[config.mk]
export PLATFORM = sky130hd
export DESIGN_NAME = rfbp_top
export DESIGN_NICKNAME = d
export VERILOG_FILES = /design/src/core/rfbp_pkg.sv /design/src/core/rfbp_top.sv
export SDC_FILE = /design/constraint.sdc
export NUM_CORES = 1
export LEC_CHECK = 0
export BUFFER_PORTS_ARGS = -buffer_cell sky130_fd_sc_hd__buf_4
export CORE_MARGIN = 8
export CORE_UTILIZATION = 40
export DETAILED_ROUTE_END_ITERATION = 12
export MAX_ROUTING_LAYER = met4
export PLACE_DENSITY_LB_ADDON = 0.08
export SLEW_MARGIN = 15
export SYNTH_ARGS = -nofsm -noshare
export SYNTH_HDL_FRONTEND = slang
export SYNTH_SLANG_ARGS = --single-unit
[constraint.sdc]
create_clock -name i_sys_clk -period 1.4 [get_ports i_sys_clk]
set_clock_uncertainty 0.05 [all_clocks]
set_input_delay 0.07 -clock i_sys_clk [delete_from_list [all_inputs] [get_ports i_sys_clk]]
set_output_delay 0.07 -clock i_sys_clk [all_outputs]
set_load 0.05 [all_outputs]
[src/core/rfbp_pkg.sv]
// Package for the receive frame buffer protection block.
// Assumes an internal register port addressed by 6-bit register offsets.
package rfbp_pkg;
    localparam logic [5:0] RFBP_ADDR_RX_MISC_CONTROL = 6'h0c;
    localparam int         RFBP_SAFE_BIT             = 7;
    // Reset image of the control register: bit 5 set, the rest clear
    localparam logic [7:0] RFBP_MISC_RESET           = 8'h20;
    // Writable bits of the control register (bits 7, 5, 2, 1, 0)
    localparam logic [7:0] RFBP_MISC_WMASK           = 8'ha7;

    typedef enum logic [1:0] {
        RFBP_ST_OTHER,
        RFBP_ST_RX_LISTEN,
        RFBP_ST_RX_AUTO_ACK
    } rfbp_trx_state_t;

    typedef struct packed {
        logic       wr;
        logic       rd;
        logic [5:0] addr;
        logic [7:0] wdata;
    } rfbp_reg_req_t;

    typedef struct packed {
        logic       we;
        logic [6:0] addr;
        logic [7:0] data;
    } rfbp_buf_wr_t;
endpackage : rfbp_pkg

[src/core/rfbp_top.sv]
// Receive frame buffer protection: gates air-side writes into the frame buffer.
// Assumes the receive path, SPI decoder and state control supply pulses in i_sys_clk.
//
// How it works
// - In receive states frames keep arriving; without protection each overwrites buffer.
// - While protected, new air frames stay out until chip select rises after a buffer read.
// - Basic mode: protection begins when stored frame's FCS checks valid.
// - Extended mode: protection begins when the frame-end interrupt is raised.
// - Protection arms only with enable bit set and in a receive state.
// - Only air-side writes are blocked; SPI buffer writes always pass.
// - Enable is bit 7 of register 0x0c, read/write, reset zero.
// - Release on chip select rising after buffer read, or leaving receive.
// - Behaviour ignores the receiver sensitivity threshold setting.
`timescale 1ns/10ps
module rfbp_top
    import rfbp_pkg::*;
(
    // Clock and reset
    input  wire logic            i_sys_clk,
    input  wire logic            i_rstn,
    // Register port
    input  wire rfbp_reg_req_t   i_reg_req,
    output logic [7:0]           o_reg_rdata,
    // Transceiver state and receive events
    input  wire rfbp_trx_state_t i_trx_state,
    input  wire logic            i_extended_mode,
    input  wire logic            i_rx_frame_start,
    input  wire logic            i_rx_fcs_valid,
    input  wire logic            i_frame_end_event,
    input  wire logic [3:0]      i_rx_sensitivity_threshold,
    // Frame buffer write sources
    input  wire rfbp_buf_wr_t    i_air_wr,
    input  wire rfbp_buf_wr_t    i_spi_wr,
    // Host chip select and buffer read marker
    input  wire logic            i_spi_sel_n,
    input  wire logic            i_spi_buf_read,
    // Gated frame buffer write port
    output rfbp_buf_wr_t         o_buf_wr,
    output logic                 o_protect_active
);
    logic       rst_s1_q, rst_n;
    logic [7:0] misc_q, misc_d;
    logic       prot_q, prot_d;
    logic       drop_q, drop_d;
    logic       bufrd_q, bufrd_d;
    logic       sel_n_q;
    logic       in_rx, sel_rise, accept, release_ev;
    rfbp_buf_wr_t buf_d, buf_q;
    logic [7:0]   rdata_d;

    // Reset asserts at once but releases on the clock, so no flop leaves reset a cycle late
    always_ff @(posedge i_sys_clk or negedge i_rstn) begin
        if (!i_rstn) begin
            rst_s1_q <= 1'b0;
            rst_n    <= 1'b0;
        end else begin
            rst_s1_q <= 1'b1;
            rst_n    <= rst_s1_q;
        end
    end

    assign in_rx = (i_trx_state == RFBP_ST_RX_LISTEN) || (i_trx_state == RFBP_ST_RX_AUTO_ACK);
    assign sel_rise = i_spi_sel_n && !sel_n_q;
    assign accept = i_extended_mode ? i_frame_end_event : i_rx_fcs_valid;
    assign release_ev = !in_rx || (sel_rise && bufrd_q);

    always_comb begin
        misc_d  = misc_q;
        prot_d  = prot_q;
        drop_d  = drop_q;
        bufrd_d = bufrd_q;
        rdata_d = 8'h00;
        if (i_reg_req.wr && i_reg_req.addr == RFBP_ADDR_RX_MISC_CONTROL) begin
            misc_d = (misc_q & ~RFBP_MISC_WMASK) | (i_reg_req.wdata & RFBP_MISC_WMASK);
        end
        if (i_reg_req.rd && i_reg_req.addr == RFBP_ADDR_RX_MISC_CONTROL) begin
            rdata_d = misc_q;
        end
        // Marks the current select as a frame buffer read
        if (i_spi_buf_read && !i_spi_sel_n) begin
            bufrd_d = 1'b1;
        end else if (i_spi_sel_n) begin
            bufrd_d = 1'b0;
        end
        if (release_ev) begin
            prot_d = 1'b0;
        end
        // arm only when enabled in receive
        // Dropped frames never arm: nothing of theirs was stored
        if (accept && misc_q[RFBP_SAFE_BIT] && in_rx && !drop_q) begin
            prot_d = 1'b1;
        end
        // drop frames starting under protection
        // Whole frame stays out even if the read ends mid-frame
        if (i_rx_frame_start) begin
            drop_d = prot_q && !release_ev;
        end
        if (!in_rx) begin
            drop_d = 1'b0;
        end
    end

    always_comb begin
        buf_d = '0;
        // Trade-off: an air byte colliding with a host write is lost
        // host writes take priority and pass
        if (i_spi_wr.we) begin
            buf_d = i_spi_wr;
        end else if (i_air_wr.we && !prot_q && !drop_q) begin
            buf_d = i_air_wr;
        end
    end

    always_ff @(posedge i_sys_clk or negedge rst_n) begin
        if (!rst_n) begin
            misc_q      <= RFBP_MISC_RESET;
            prot_q      <= 1'b0;
            drop_q      <= 1'b0;
            bufrd_q     <= 1'b0;
            sel_n_q     <= 1'b1;
            buf_q       <= '0;
            o_reg_rdata <= 8'h00;
        end else begin
            misc_q      <= misc_d;
            prot_q      <= prot_d;
            drop_q      <= drop_d;
            bufrd_q     <= bufrd_d;
            sel_n_q     <= i_spi_sel_n;
            buf_q       <= buf_d;
            o_reg_rdata <= rdata_d;
        end
    end

    assign o_buf_wr         = buf_q;
    assign o_protect_active = prot_q;

    a_air_blocked: assert property (@(posedge i_sys_clk) disable iff (!rst_n)
        (prot_q && i_air_wr.we && !i_spi_wr.we) |=> !o_buf_wr.we)
        else $error("air write passed while protected");
    a_prot_holds: assert property (@(posedge i_sys_clk) disable iff (!rst_n)
        (prot_q && in_rx && !(sel_rise && bufrd_q)) |=> prot_q)
        else $error("protection dropped before read end");
    a_spi_passes: assert property (@(posedge i_sys_clk) disable iff (!rst_n)
        i_spi_wr.we |=> (o_buf_wr.we && o_buf_wr.data == $past(i_spi_wr.data)))
        else $error("spi write not passed");
    a_leave_rx: assert property (@(posedge i_sys_clk) disable iff (!rst_n)
        !in_rx |=> !prot_q)
        else $error("protection held outside receive");
    a_rdflag_clear: assert property (@(posedge i_sys_clk) disable iff (!rst_n)
        i_spi_sel_n |=> !bufrd_q)
        else $error("buffer read flag outlived select");
    a_disabled_arm: assert property (@(posedge i_sys_clk) disable iff (!rst_n)
        (!prot_q && !misc_q[RFBP_SAFE_BIT]) |=> !prot_q)
        else $error("armed while disabled");
    a_basic_arm: assert property (@(posedge i_sys_clk) disable iff (!rst_n)
        (!i_extended_mode && i_rx_fcs_valid && misc_q[RFBP_SAFE_BIT] && in_rx && !drop_q)
        |=> prot_q)
        else $error("basic mode did not arm");
    a_ext_arm: assert property (@(posedge i_sys_clk) disable iff (!rst_n)
        (i_extended_mode && i_frame_end_event && misc_q[RFBP_SAFE_BIT] && in_rx && !drop_q)
        |=> prot_q)
        else $error("extended mode did not arm");
    a_open_write: assert property (@(posedge i_sys_clk) disable iff (!rst_n)
        (!prot_q && !drop_q && i_air_wr.we) |=> o_buf_wr.we)
        else $error("unprotected air write lost");
    a_air_lands: assert property (@(posedge i_sys_clk) disable iff (!rst_n)
        (!prot_q && !drop_q && i_air_wr.we && !i_spi_wr.we)
        |=> (o_buf_wr == $past(i_air_wr)))
        else $error("unprotected air write altered");
    a_enable_reg: assert property (@(posedge i_sys_clk) disable iff (!rst_n)
        (i_reg_req.wr && i_reg_req.addr == RFBP_ADDR_RX_MISC_CONTROL)
        |=> misc_q[RFBP_SAFE_BIT] == $past(i_reg_req.wdata[RFBP_SAFE_BIT]))
        else $error("enable bit not written");
    a_reg_read: assert property (@(posedge i_sys_clk) disable iff (!rst_n)
        (i_reg_req.rd && i_reg_req.addr == RFBP_ADDR_RX_MISC_CONTROL)
        |=> o_reg_rdata == $past(misc_q))
        else $error("control register read wrong");
    a_other_read: assert property (@(posedge i_sys_clk) disable iff (!rst_n)
        (i_reg_req.rd && i_reg_req.addr != RFBP_ADDR_RX_MISC_CONTROL)
        |=> o_reg_rdata == 8'h00)
        else $error("unmapped read not zero");
    a_ro_bits: assert property (@(posedge i_sys_clk) disable iff (!rst_n)
        i_reg_req.wr
        |=> ((misc_q & ~RFBP_MISC_WMASK) == ($past(misc_q) & ~RFBP_MISC_WMASK)))
        else $error("read-only control bits changed");
    a_drop_start: assert property (@(posedge i_sys_clk) disable iff (!rst_n)
        (i_rx_frame_start && prot_q && in_rx && !(sel_rise && bufrd_q)) |=> drop_q)
        else $error("frame under protection not marked");
    a_drop_frame: assert property (@(posedge i_sys_clk) disable iff (!rst_n)
        (drop_q && i_air_wr.we && !i_spi_wr.we) |=> !o_buf_wr.we)
        else $error("dropped frame stored");
    a_sel_release: assert property (@(posedge i_sys_clk) disable iff (!rst_n)
        (prot_q && bufrd_q && sel_rise && !accept) |=> !prot_q)
        else $error("chip select did not release");

    // Main scenarios
    c_arm: cover property (@(posedge i_sys_clk) disable iff (!rst_n) !prot_q ##1 prot_q);
    c_release: cover property (@(posedge i_sys_clk) disable iff (!rst_n)
        prot_q && bufrd_q && sel_rise);
    c_blocked: cover property (@(posedge i_sys_clk) disable iff (!rst_n)
        prot_q && i_air_wr.we);
    c_dropped: cover property (@(posedge i_sys_clk) disable iff (!rst_n)
        drop_q && !prot_q && i_air_wr.we);
    c_leave_rx: cover property (@(posedge i_sys_clk) disable iff (!rst_n)
        prot_q && !in_rx);
endmodule : rfbp_top

==> flow_summary.json, run 1 <==
{
  "clk_latency_ns": 0.33,
  "drt_pre_antenna_iters": 4,
  "syn_to_final_growth_pct": 88.2,
  "grt_pass1_vias": 1338,
  "ys_warn_count": 0,
  "io_pins": 87,
  "synth_cell_type_count": 21,
  "start_kind": "input port",
  "status": "complete, no violations",
  "syn_nets": 145,
  "wl_per_cell_um": 16.4,
  "routed_wl_mm": 4.01,
  "cts_tree": "yes",
  "cts_htree_levels": 2,
  "ys_seq_area_frac": 0.669,
  "rows": 20,
  "setup.worst_path.class": "input port to register",
  "fin_crit_ns": 1.34,
  "coreArea_um2": 3000,
  "tns_ns": 0,
  "powerDensity_nw_per_um2": 908,
  "synth.top_cell.area_share": 0.626,
  "drive_gt1_frac": 0.514,
  "antenna_found_initial": 1,
  "synth_area_leader_cell": "dfrtp_1",
  "clk_pin_slew_worst_paths_ns": 0.10,
  "cap_violations": 0,
  "fmax_ghz": 0.744,
  "p_leak_nw": 1.17,
  "post_cts_resized": 0,
  "fillers": 191,
  "cp.arrival_ns": 1.56,
  "power.total_mw": 2.12,
  "drt_iter0_markers": 53,
  "cts.sinks": 33,
  "fin_crit_sh": 0.961,
  "maxSlewViolCount": 0,
  "initial_core_util": 0.413,
  "whs_path_depth": 2,
  "multi_input_area_um2": 369,
  "die_h_um": 71.7,
  "syn-instance-count": 83,
  "reg2reg_slack_ns": 0.16,
  "place_congestion": 0.678,
  "crit_fanout": 2,
  "vias": 1154,
  "ant_nets": 0,
  "avgSynthCellArea_um2": 14.9,
  "fin_nets": 271,
  "finalHoldViolCount": 0,
  "synth_top_cells_by_area": "dfrtp_1 (63%), a22o_2 (8.1%), mux2_2 (5.5%), dfstp_2 (4.2%), a22o_1 (3.5%)",
  "rsz0062_at_grt": "false",
  "die_w_um": 71.7,
  "ff2ff_path_depth": 3,
  "grt_usage": 0.169,
  "post_drt_via_cell_ratio": 4.73,
  "grt_max_degree": 32,
  "cts_buffers": 5,
  "clockBufferDepth": 2,
  "setup_viol": 0,
  "min_to": "o_buf_wr[15]",
  "crit_required_ns": 1.61,
  "hold_class": "input port to register",
  "ir_worst_vdd_uv": 573,
  "synth_seq_cells": 33,
  "port_buffers": 79,
  "min_from": "i_spi_wr[15]",
  "grt-ovfl-total": 0,
  "rr_endpoint": "o_buf_wr[2]",
  "rr_startpoint": "drop_q",
  "drc": 0,
  "grt_pass1_wl_mm": 6.30,
  "ff_latch_area_um2": 828,
  "cts_root_buffer": "clkbuf_4",
  "dieArea_um2": 5130,
  "setup.worst_path.end_class": "register",
  "syn_area_um2": 1240
}
==> cell usage in the layout, fill, tap and decap left out, drive strengths merged <==
cell type | synthesis | final
a21o | 1 | 1
nand2b | 1 | 1
and3 | 1 | 1
nand2 | 1 | 1
nand3b | 2 | 2
mux2 | 6 | 6
nor4b | 1 | 1
nand3 | 2 | 2
xnor2 | 1 | 1
clkinv | 0 | 2
dlygate4sd3 | 0 | 43
diode | 0 | 1
nor2 | 4 | 4
and2 | 5 | 5
conb | 2 | 2
buf | 4 | 81
clkbuf | 1 | 6
dfrtp | 31 | 31
dfstp | 2 | 2
and4bb | 1 | 1
a21oi | 2 | 2
a22o | 15 | 15
==> sequential cells by signal, indices dropped and copies added, names as in the netlist <==
name	count
bufrd_q	1
drop_q	1
misc_q	5
o_buf_wr	16
o_protect_active	1
o_reg_rdata	6
rst_n	1
rst_s1_q	1
sel_n_q	1
==> worst max-delay path by stage <==
stage	start	endpoint	slack, ns	depth (start not counted)
finish	i_trx_state[0]	o_protect_active	0.06	5
floorplan	o_protect_active	o_buf_wr[10]	0.002	3
global route	i_trx_state[0]	o_protect_active	0.02	5
detailed placement	drop_q	o_buf_wr[0]	0.19	3
global placement	i_reg_req[8]	misc_q[0]	0.23	4
CTS	i_trx_state[0]	o_protect_active	0.08	5
==> critical path, stage by stage <==
cell,delay (ns)
dlygate4sd3_1,0.55
buf_4,0.14
xnor2_1,0.11
dlygate4sd3_1,0.57
a21oi_1,0.12
==> synthesized netlist by cell type <==
library cell	n
a21o_1	1
a21oi_1	2
a22o_1	5
a22o_2	10
and2_1	5
and3_1	1
and4bb_2	1
buf_4	2
buf_6	2
clkbuf_1	1
conb_1	2
dfrtp_1	31
dfstp_2	2
mux2_2	6
nand2_1	1
nand2b_1	1
nand3_1	2
nand3b_1	2
nor2_1	4
nor4b_4	1
xnor2_1	1
==> cell type report <==
cell class / instances / area share
flip-flops and latches: 33 / 0.355
clock inverters: 2 / 0.00429
repair buffers: 124 / 0.446
multi-input cells: 45 / 0.158
clock buffers: 6 / 0.0177
well taps: 33 / 0.0177
diodes: 1 / 0.00107
==> report_power, final <==
part / switching [mW] / internal (mW) / total, mW
sequential: 0.0271 / 1.02 / 1.05
combinational: 0.273 / 0.291 / 0.563
clock: 0.314 / 0.191 / 0.505
total: 0.614 / 1.50 / 2.12
==> stage by stage <==
stage | hold WS [ns] | area [um2] | utilization | instances | worst slack (ns)
2_1_floorplan | -0.276 | 1240 | - | 83 | 0.00156
3_3_place_gp | -0.198 | 1850 | 0.615 | 192 | 0.233
3_5_place_dp | -0.196 | 1850 | 0.615 | 192 | 0.191
4_1_cts | 0.00741 | 2330 | 0.775 | 243 | 0.0790
5_1_grt | 0.0322 | 2330 | 0.776 | 244 | 0.0167
6_report | 0.0265 | 2330 | 0.776 | 244 | 0.0550
==> routing by layer <==
layer | part of all wire | GRT usage
met5 | 0 | -
met4 | 0.033 | 0.0975
met3 | 0.085 | 0.0669
met2 | 0.57 | 0.311
met1 | 0.31 | 0.140
==> cells by family (layout without fill, tap and decap cells) <==
| logic type | count (synthesis) | in the layout | synth area share |
|---|---|---|---|
| compound gates | 18 | 18 | 0.130 |
| xor+xnor | 1 | 1 | 0.00707 |
| simple gates | 18 | 18 | 0.100 |
| flops | 33 | 33 | 0.669 |
| buf+inv | 5 | 132 | 0.0333 |
| other cells | 2 | 3 | 0.00606 |
| mux | 6 | 6 | 0.0545 |
==> timing repair <==
| item | 4_1_cts | 5_1_grt |
|---|---|---|
| setup endpoints to repair | 0 | 0 |
| setup buffers | 0 | 0 |
| hold buffers | 43 | 0 |
| hold endpoints to repair | 27 | 0 |
No activity file was read; power rests on OpenSTA's default activity.
==> inputs of run 2 (changes only) <==
==> constraint.sdc (replaced) <==
create_clock -name i_sys_clk -period 1.4 [get_ports i_sys_clk]
set_clock_uncertainty 0.05 [all_clocks]
set_input_delay 0.21 -clock i_sys_clk [delete_from_list [all_inputs] [get_ports i_sys_clk]]
set_output_delay 0.21 -clock i_sys_clk [all_outputs]
set_load 0.05 [all_outputs]
==> flow_summary.json, run 2 (synthesis gave the netlist of run 1 again) <==
{
  "cp.arrival_ns": 1.03,
  "setup_viol": 0,
  "cts_htree_levels": 2,
  "diodes": 0,
  "grt_usage": 0.123,
  "fin_util": 0.639,
  "wl_per_cell_um": 15.0,
  "p_leak_nw": 1.00,
  "pre_cts_slack_ns": 0.0758,
  "rr_startpoint": "drop_q",
  "status": "complete, no violations",
  "syn_to_final_growth_pct": 54.8,
  "grt_pass1_vias": 1112,
  "cts_tree": "yes",
  "min_from": "i_air_wr[12]",
  "drt_iter0_markers": 28,
  "whs_path_depth": 2,
  "slowest_stage": "dfrtp_1",
  "start_kind": "register",
  "placed_cell_area_um2": 1850,
  "powerDensity_nw_per_um2": 1030,
  "mostFrequentLayoutCells": "buf_4 (81), dfrtp_1 (31), a22o_2 (10)",
  "dieArea_um2": 5130,
  "place_congestion": 0.679,
  "port_buffers": 79,
  "crit_fanout": 5,
  "finalHoldViolCount": 0,
  "reg2reg_slack_ns": 0.20,
  "post_drt_via_cell_ratio": 4.80,
  "layout_setup_ws_ns": 0.112,
  "ir_worst_vdd_uv": 564,
  "clk_latency_ns": 0.31,
  "clk_pin_slew_worst_paths_ns": 0.09,
  "initial_core_util": 0.413,
  "fin_nets": 230,
  "post_cts_resized": 0,
  "setup.worst_path.class": "register to primary output",
  "vias": 970,
  "critical-path-max-stage-delay_ns": 0.47,
  "layout_commonest_cell": "buf_4",
  "cts.sinks": 33,
  "final_cell_area_um2": 1920,
  "setup.worst_path.end_class": "primary output",
  "maxSlewViolCount": 0,
  "routed_wl_mm": 3.04,
  "largest_reg_flops": 16,
  "grt_max_degree": 32,
  "hold_class": "input port to register",
  "coreArea_um2": 3000,
  "fmax_ghz": 0.776,
  "ant_nets": 0,
  "cts_buffers": 5,
  "grt_pass1_wl_mm": 4.80,
  "grt-ovfl-total": 0,
  "drc": 0,
  "drive_gt1_frac": 0.639,
  "io_pins": 87,
  "min_to": "o_buf_wr[12]",
  "critPathBufInv": 1,
  "cap_violations": 0,
  "critPathTopFamily": "flip-flops",
  "ff2ff_path_depth": 3,
  "cts_root_buffer": "clkbuf_4",
  "fin_crit_sh": 0.920,
  "path_cells": "buf_4",
  "clockBufferDepth": 2,
  "antenna_found_initial": 0,
  "die_w_um": 71.7,
  "drt_pre_antenna_iters": 3,
  "rows": 20,
  "rsz0062_at_grt": "false",
  "die_h_um": 71.7,
  "tns_ns": 0,
  "fin_crit_ns": 1.29,
  "crit_required_ns": 1.14,
  "rr_endpoint": "o_buf_wr[0]"
}
-- run 2: cell count changes in the layout (fill, tap and decap cells not counted), sizes merged --
cell         previous run  this run
diode                   1         0
dlygate4sd3            43         2
-- run 2: power breakdown --
group | switching (mW) | internal, mW
Sequential | 0.0270 | 1.02
Clock | 0.286 | 0.191
Combinational | 0.245 | 0.214
-- run 2: worst max-delay path by stage --
stage / from / slack, ns / cells past startpoint / endpoint
after floorplan: o_protect_active / 0.002 / 3 / o_buf_wr[10]
after global placement: i_reg_req[8] / 0.1 / 4 / misc_q[7]
after detailed placement: i_reg_req[8] / 0.08 / 4 / misc_q[0]
after CTS: o_protect_active / 0.09 / 1 / o_protect_active
after global routing: o_protect_active / 0.06 / 1 / o_protect_active
final: o_protect_active / 0.11 / 1 / o_protect_active
-- run 2: layout make-up --
| type | count | area, um2 |
|---|---|---|
| fill | 250 | 1080 |
| timing repair buffer | 83 | 628 |
| tap | 33 | 41.3 |
| sequential | 33 | 828 |
| clock inverter | 2 | 10.0 |
| clock buffer | 6 | 41.3 |
| multi-input combinational | 45 | 369 |
-- run 2: stage by stage --
stage / instances / hold slack, ns / total power, mW
6_report: 202 / 0.0511 / 1.98
3_5_place_dp: 192 / -0.0558 / 1.53
4_1_cts: 202 / 0.0374 / 2.02
2_1_floorplan: 83 / -0.136 / 1.32
5_1_grt: 202 / 0.0427 / 2.08
3_3_place_gp: 192 / -0.0584 / 1.52
-- run 2: layer usage --
metal  track usage  share of wire  vias up
met5             -              0        -
met4        0.0544          0.014        0
met3        0.0474          0.077        8
met2         0.216           0.55       44
met1         0.117           0.36      461
li1              -              -      457
-- run 2: repair_timing --
action	4_1_cts	5_1_grt
setup buffers	0	0
hold buffers	2	0
hold endpoints to repair	4	0
==> inputs of run 3 (changes only) <==
--- a/config.mk
+++ b/config.mk
@@ -9,6 +9,7 @@
 export CORE_MARGIN = 8
 export CORE_UTILIZATION = 40
 export DETAILED_ROUTE_END_ITERATION = 12
+export GPL_TIMING_DRIVEN = 0
 export MAX_ROUTING_LAYER = met4
 export PLACE_DENSITY_LB_ADDON = 0.08
 export SLEW_MARGIN = 15
==> flow_summary.json, run 3 (synthesis gave the netlist of run 1 again) <==
{
  "status": "complete, no violations",
  "grt-ovfl-total": 0,
  "ff2ff_path_depth": 3,
  "dp.cells": 194,
  "grt_usage": 0.127,
  "cp-startpoint": "o_protect_active",
  "clk_pin_slew_worst_paths_ns": 0.10,
  "die_w_um": 71.7,
  "path_cells": "buf_4",
  "slew_headroom": 0.561,
  "dieArea_um2": 5130,
  "hold_class": "input port to register",
  "dpl.hpwl_mm": 2.44,
  "drive_gt1_frac": 0.645,
  "stdcell_count": 205,
  "grt_pass1_vias": 1125,
  "clk_latency_ns": 0.32,
  "slowest_stage": "dfrtp_1",
  "power.total_mw": 2.01,
  "ant_nets": 0,
  "setup_viol": 0,
  "grt_max_degree": 32,
  "wl_per_cell_um": 15.1,
  "fin_util": 0.648,
  "vias": 1005,
  "rows": 20,
  "post_cts_resized": 0,
  "whs_path_depth": 2,
  "drc": 0,
  "cts.sinks": 33,
  "cts_htree_levels": 2,
  "syn_to_final_growth_pct": 57.1,
  "powerDensity_nw_per_um2": 1030,
  "fmax_ghz": 0.768,
  "critPathTopFamily": "flip-flops",
  "routed_wl_mm": 3.09,
  "largest_reg_flops": 16,
  "fillers": 229,
  "antenna_found_initial": 0,
  "place_congestion": 0.679,
  "rsz0062_at_grt": "false",
  "critPathBufInv": 1,
  "port_buffers": 78,
  "cts_tree": "yes",
  "rr_startpoint": "drop_q",
  "clockBufferDepth": 2,
  "diodes": 0,
  "grt_pass1_wl_mm": 4.91,
  "finalHoldViolCount": 0,
  "fin_crit_sh": 0.930,
  "maxSlewViolCount": 0,
  "worst_pin_slew_ns": 0.659,
  "io_pins": 87,
  "fin_crit_ns": 1.30,
  "coreArea_um2": 3000,
  "cts_buffers": 5,
  "drt_iter0_markers": 29,
  "ir_worst_vdd_uv": 607,
  "cp.arrival_ns": 1.04,
  "setup.worst_path.end_class": "primary output",
  "layout_setup_ws_ns": 0.0976,
  "setup.worst_path.class": "register to primary output",
  "pre_cts_slack_ns": 0.0487,
  "mostFrequentLayoutCells": "buf_4 (81), dfrtp_1 (30), a22o_2 (10)",
  "layout_commonest_cell": "buf_4",
  "die_h_um": 71.7,
  "min_to": "o_buf_wr[15]",
  "critical-path-max-stage-delay_ns": 0.47,
  "crit_required_ns": 1.14,
  "reg2reg_slack_ns": 0.18,
  "fin_nets": 233,
  "post_drt_via_cell_ratio": 4.90,
  "min_from": "i_air_wr[15]",
  "p_leak_nw": 1.02,
  "tns_ns": 0,
  "crit_fanout": 5,
  "drt_pre_antenna_iters": 4,
  "initial_core_util": 0.413,
  "cap_violations": 0,
  "start_kind": "register",
  "cts_root_buffer": "clkbuf_4",
  "rr_endpoint": "o_buf_wr[10]"
}
-- run 3: cell count changes in the layout (fill, tap and decap cells not counted) --
cell      before  now
dfrtp_2        0    1
buf_6          0    2
clkbuf_1       1    2
dfrtp_1       31   30
-- run 3: layer usage --
layer / vias up / global-route usage / wire [um]
met5: - / - / 0
met4: 0 / 0.0408 / 27
met3: 4 / 0.0656 / 257
met2: 44 / 0.217 / 1710
met1: 490 / 0.122 / 1100
li1: 467 / - / -
-- run 3: cell type report --
| cell class | count | area, um2 | share of cell area |
|---|---|---|---|
| clock buffers | 6 | 41.3 | 0.0212 |
| plain buffers | 5 | 41.3 | 0.0212 |
| multi-input cells | 45 | 369 | 0.190 |
| clock inverters | 2 | 10.0 | 0.00514 |
| well taps | 33 | 41.3 | 0.0212 |
| repair buffers | 81 | 613 | 0.315 |
| flip-flops and latches | 33 | 830 | 0.426 |
-- run 3: worst max-delay path by stage --
stage | endpoint | cells past startpoint
2_1_floorplan | o_buf_wr[10] | 3
3_3_place_gp | o_buf_wr[3] | 0
3_5_place_dp | misc_q[1] | 4
4_1_cts | o_buf_wr[10] | 3
5_1_grt | o_protect_active | 1
6_report | o_protect_active | 1
-- run 3: where the power goes --
part,switching (mW),leakage [nW],internal (mW)
registers,0.0438,0.415,1.02
clock network,0.300,0.0320,0.191
logic,0.231,0.568,0.220
total,0.575,1.02,1.43
-- run 3: timing repair --
action                                  CTS  global route
endpoints found under the setup margin    0             9
setup buffers                             0             1
hold buffers                              2             0
hold endpoints to repair                  4             0
-- run 3: metrics by stage --
stage | hold WS, ns | instance area [um2]
4_1_cts | 0.0198 | 1940
6_report | 0.0432 | 1950
3_5_place_dp | -0.0575 | 1870
2_1_floorplan | -0.136 | 1240
3_3_place_gp | -0.0584 | 1870
5_1_grt | 0.0238 | 1950
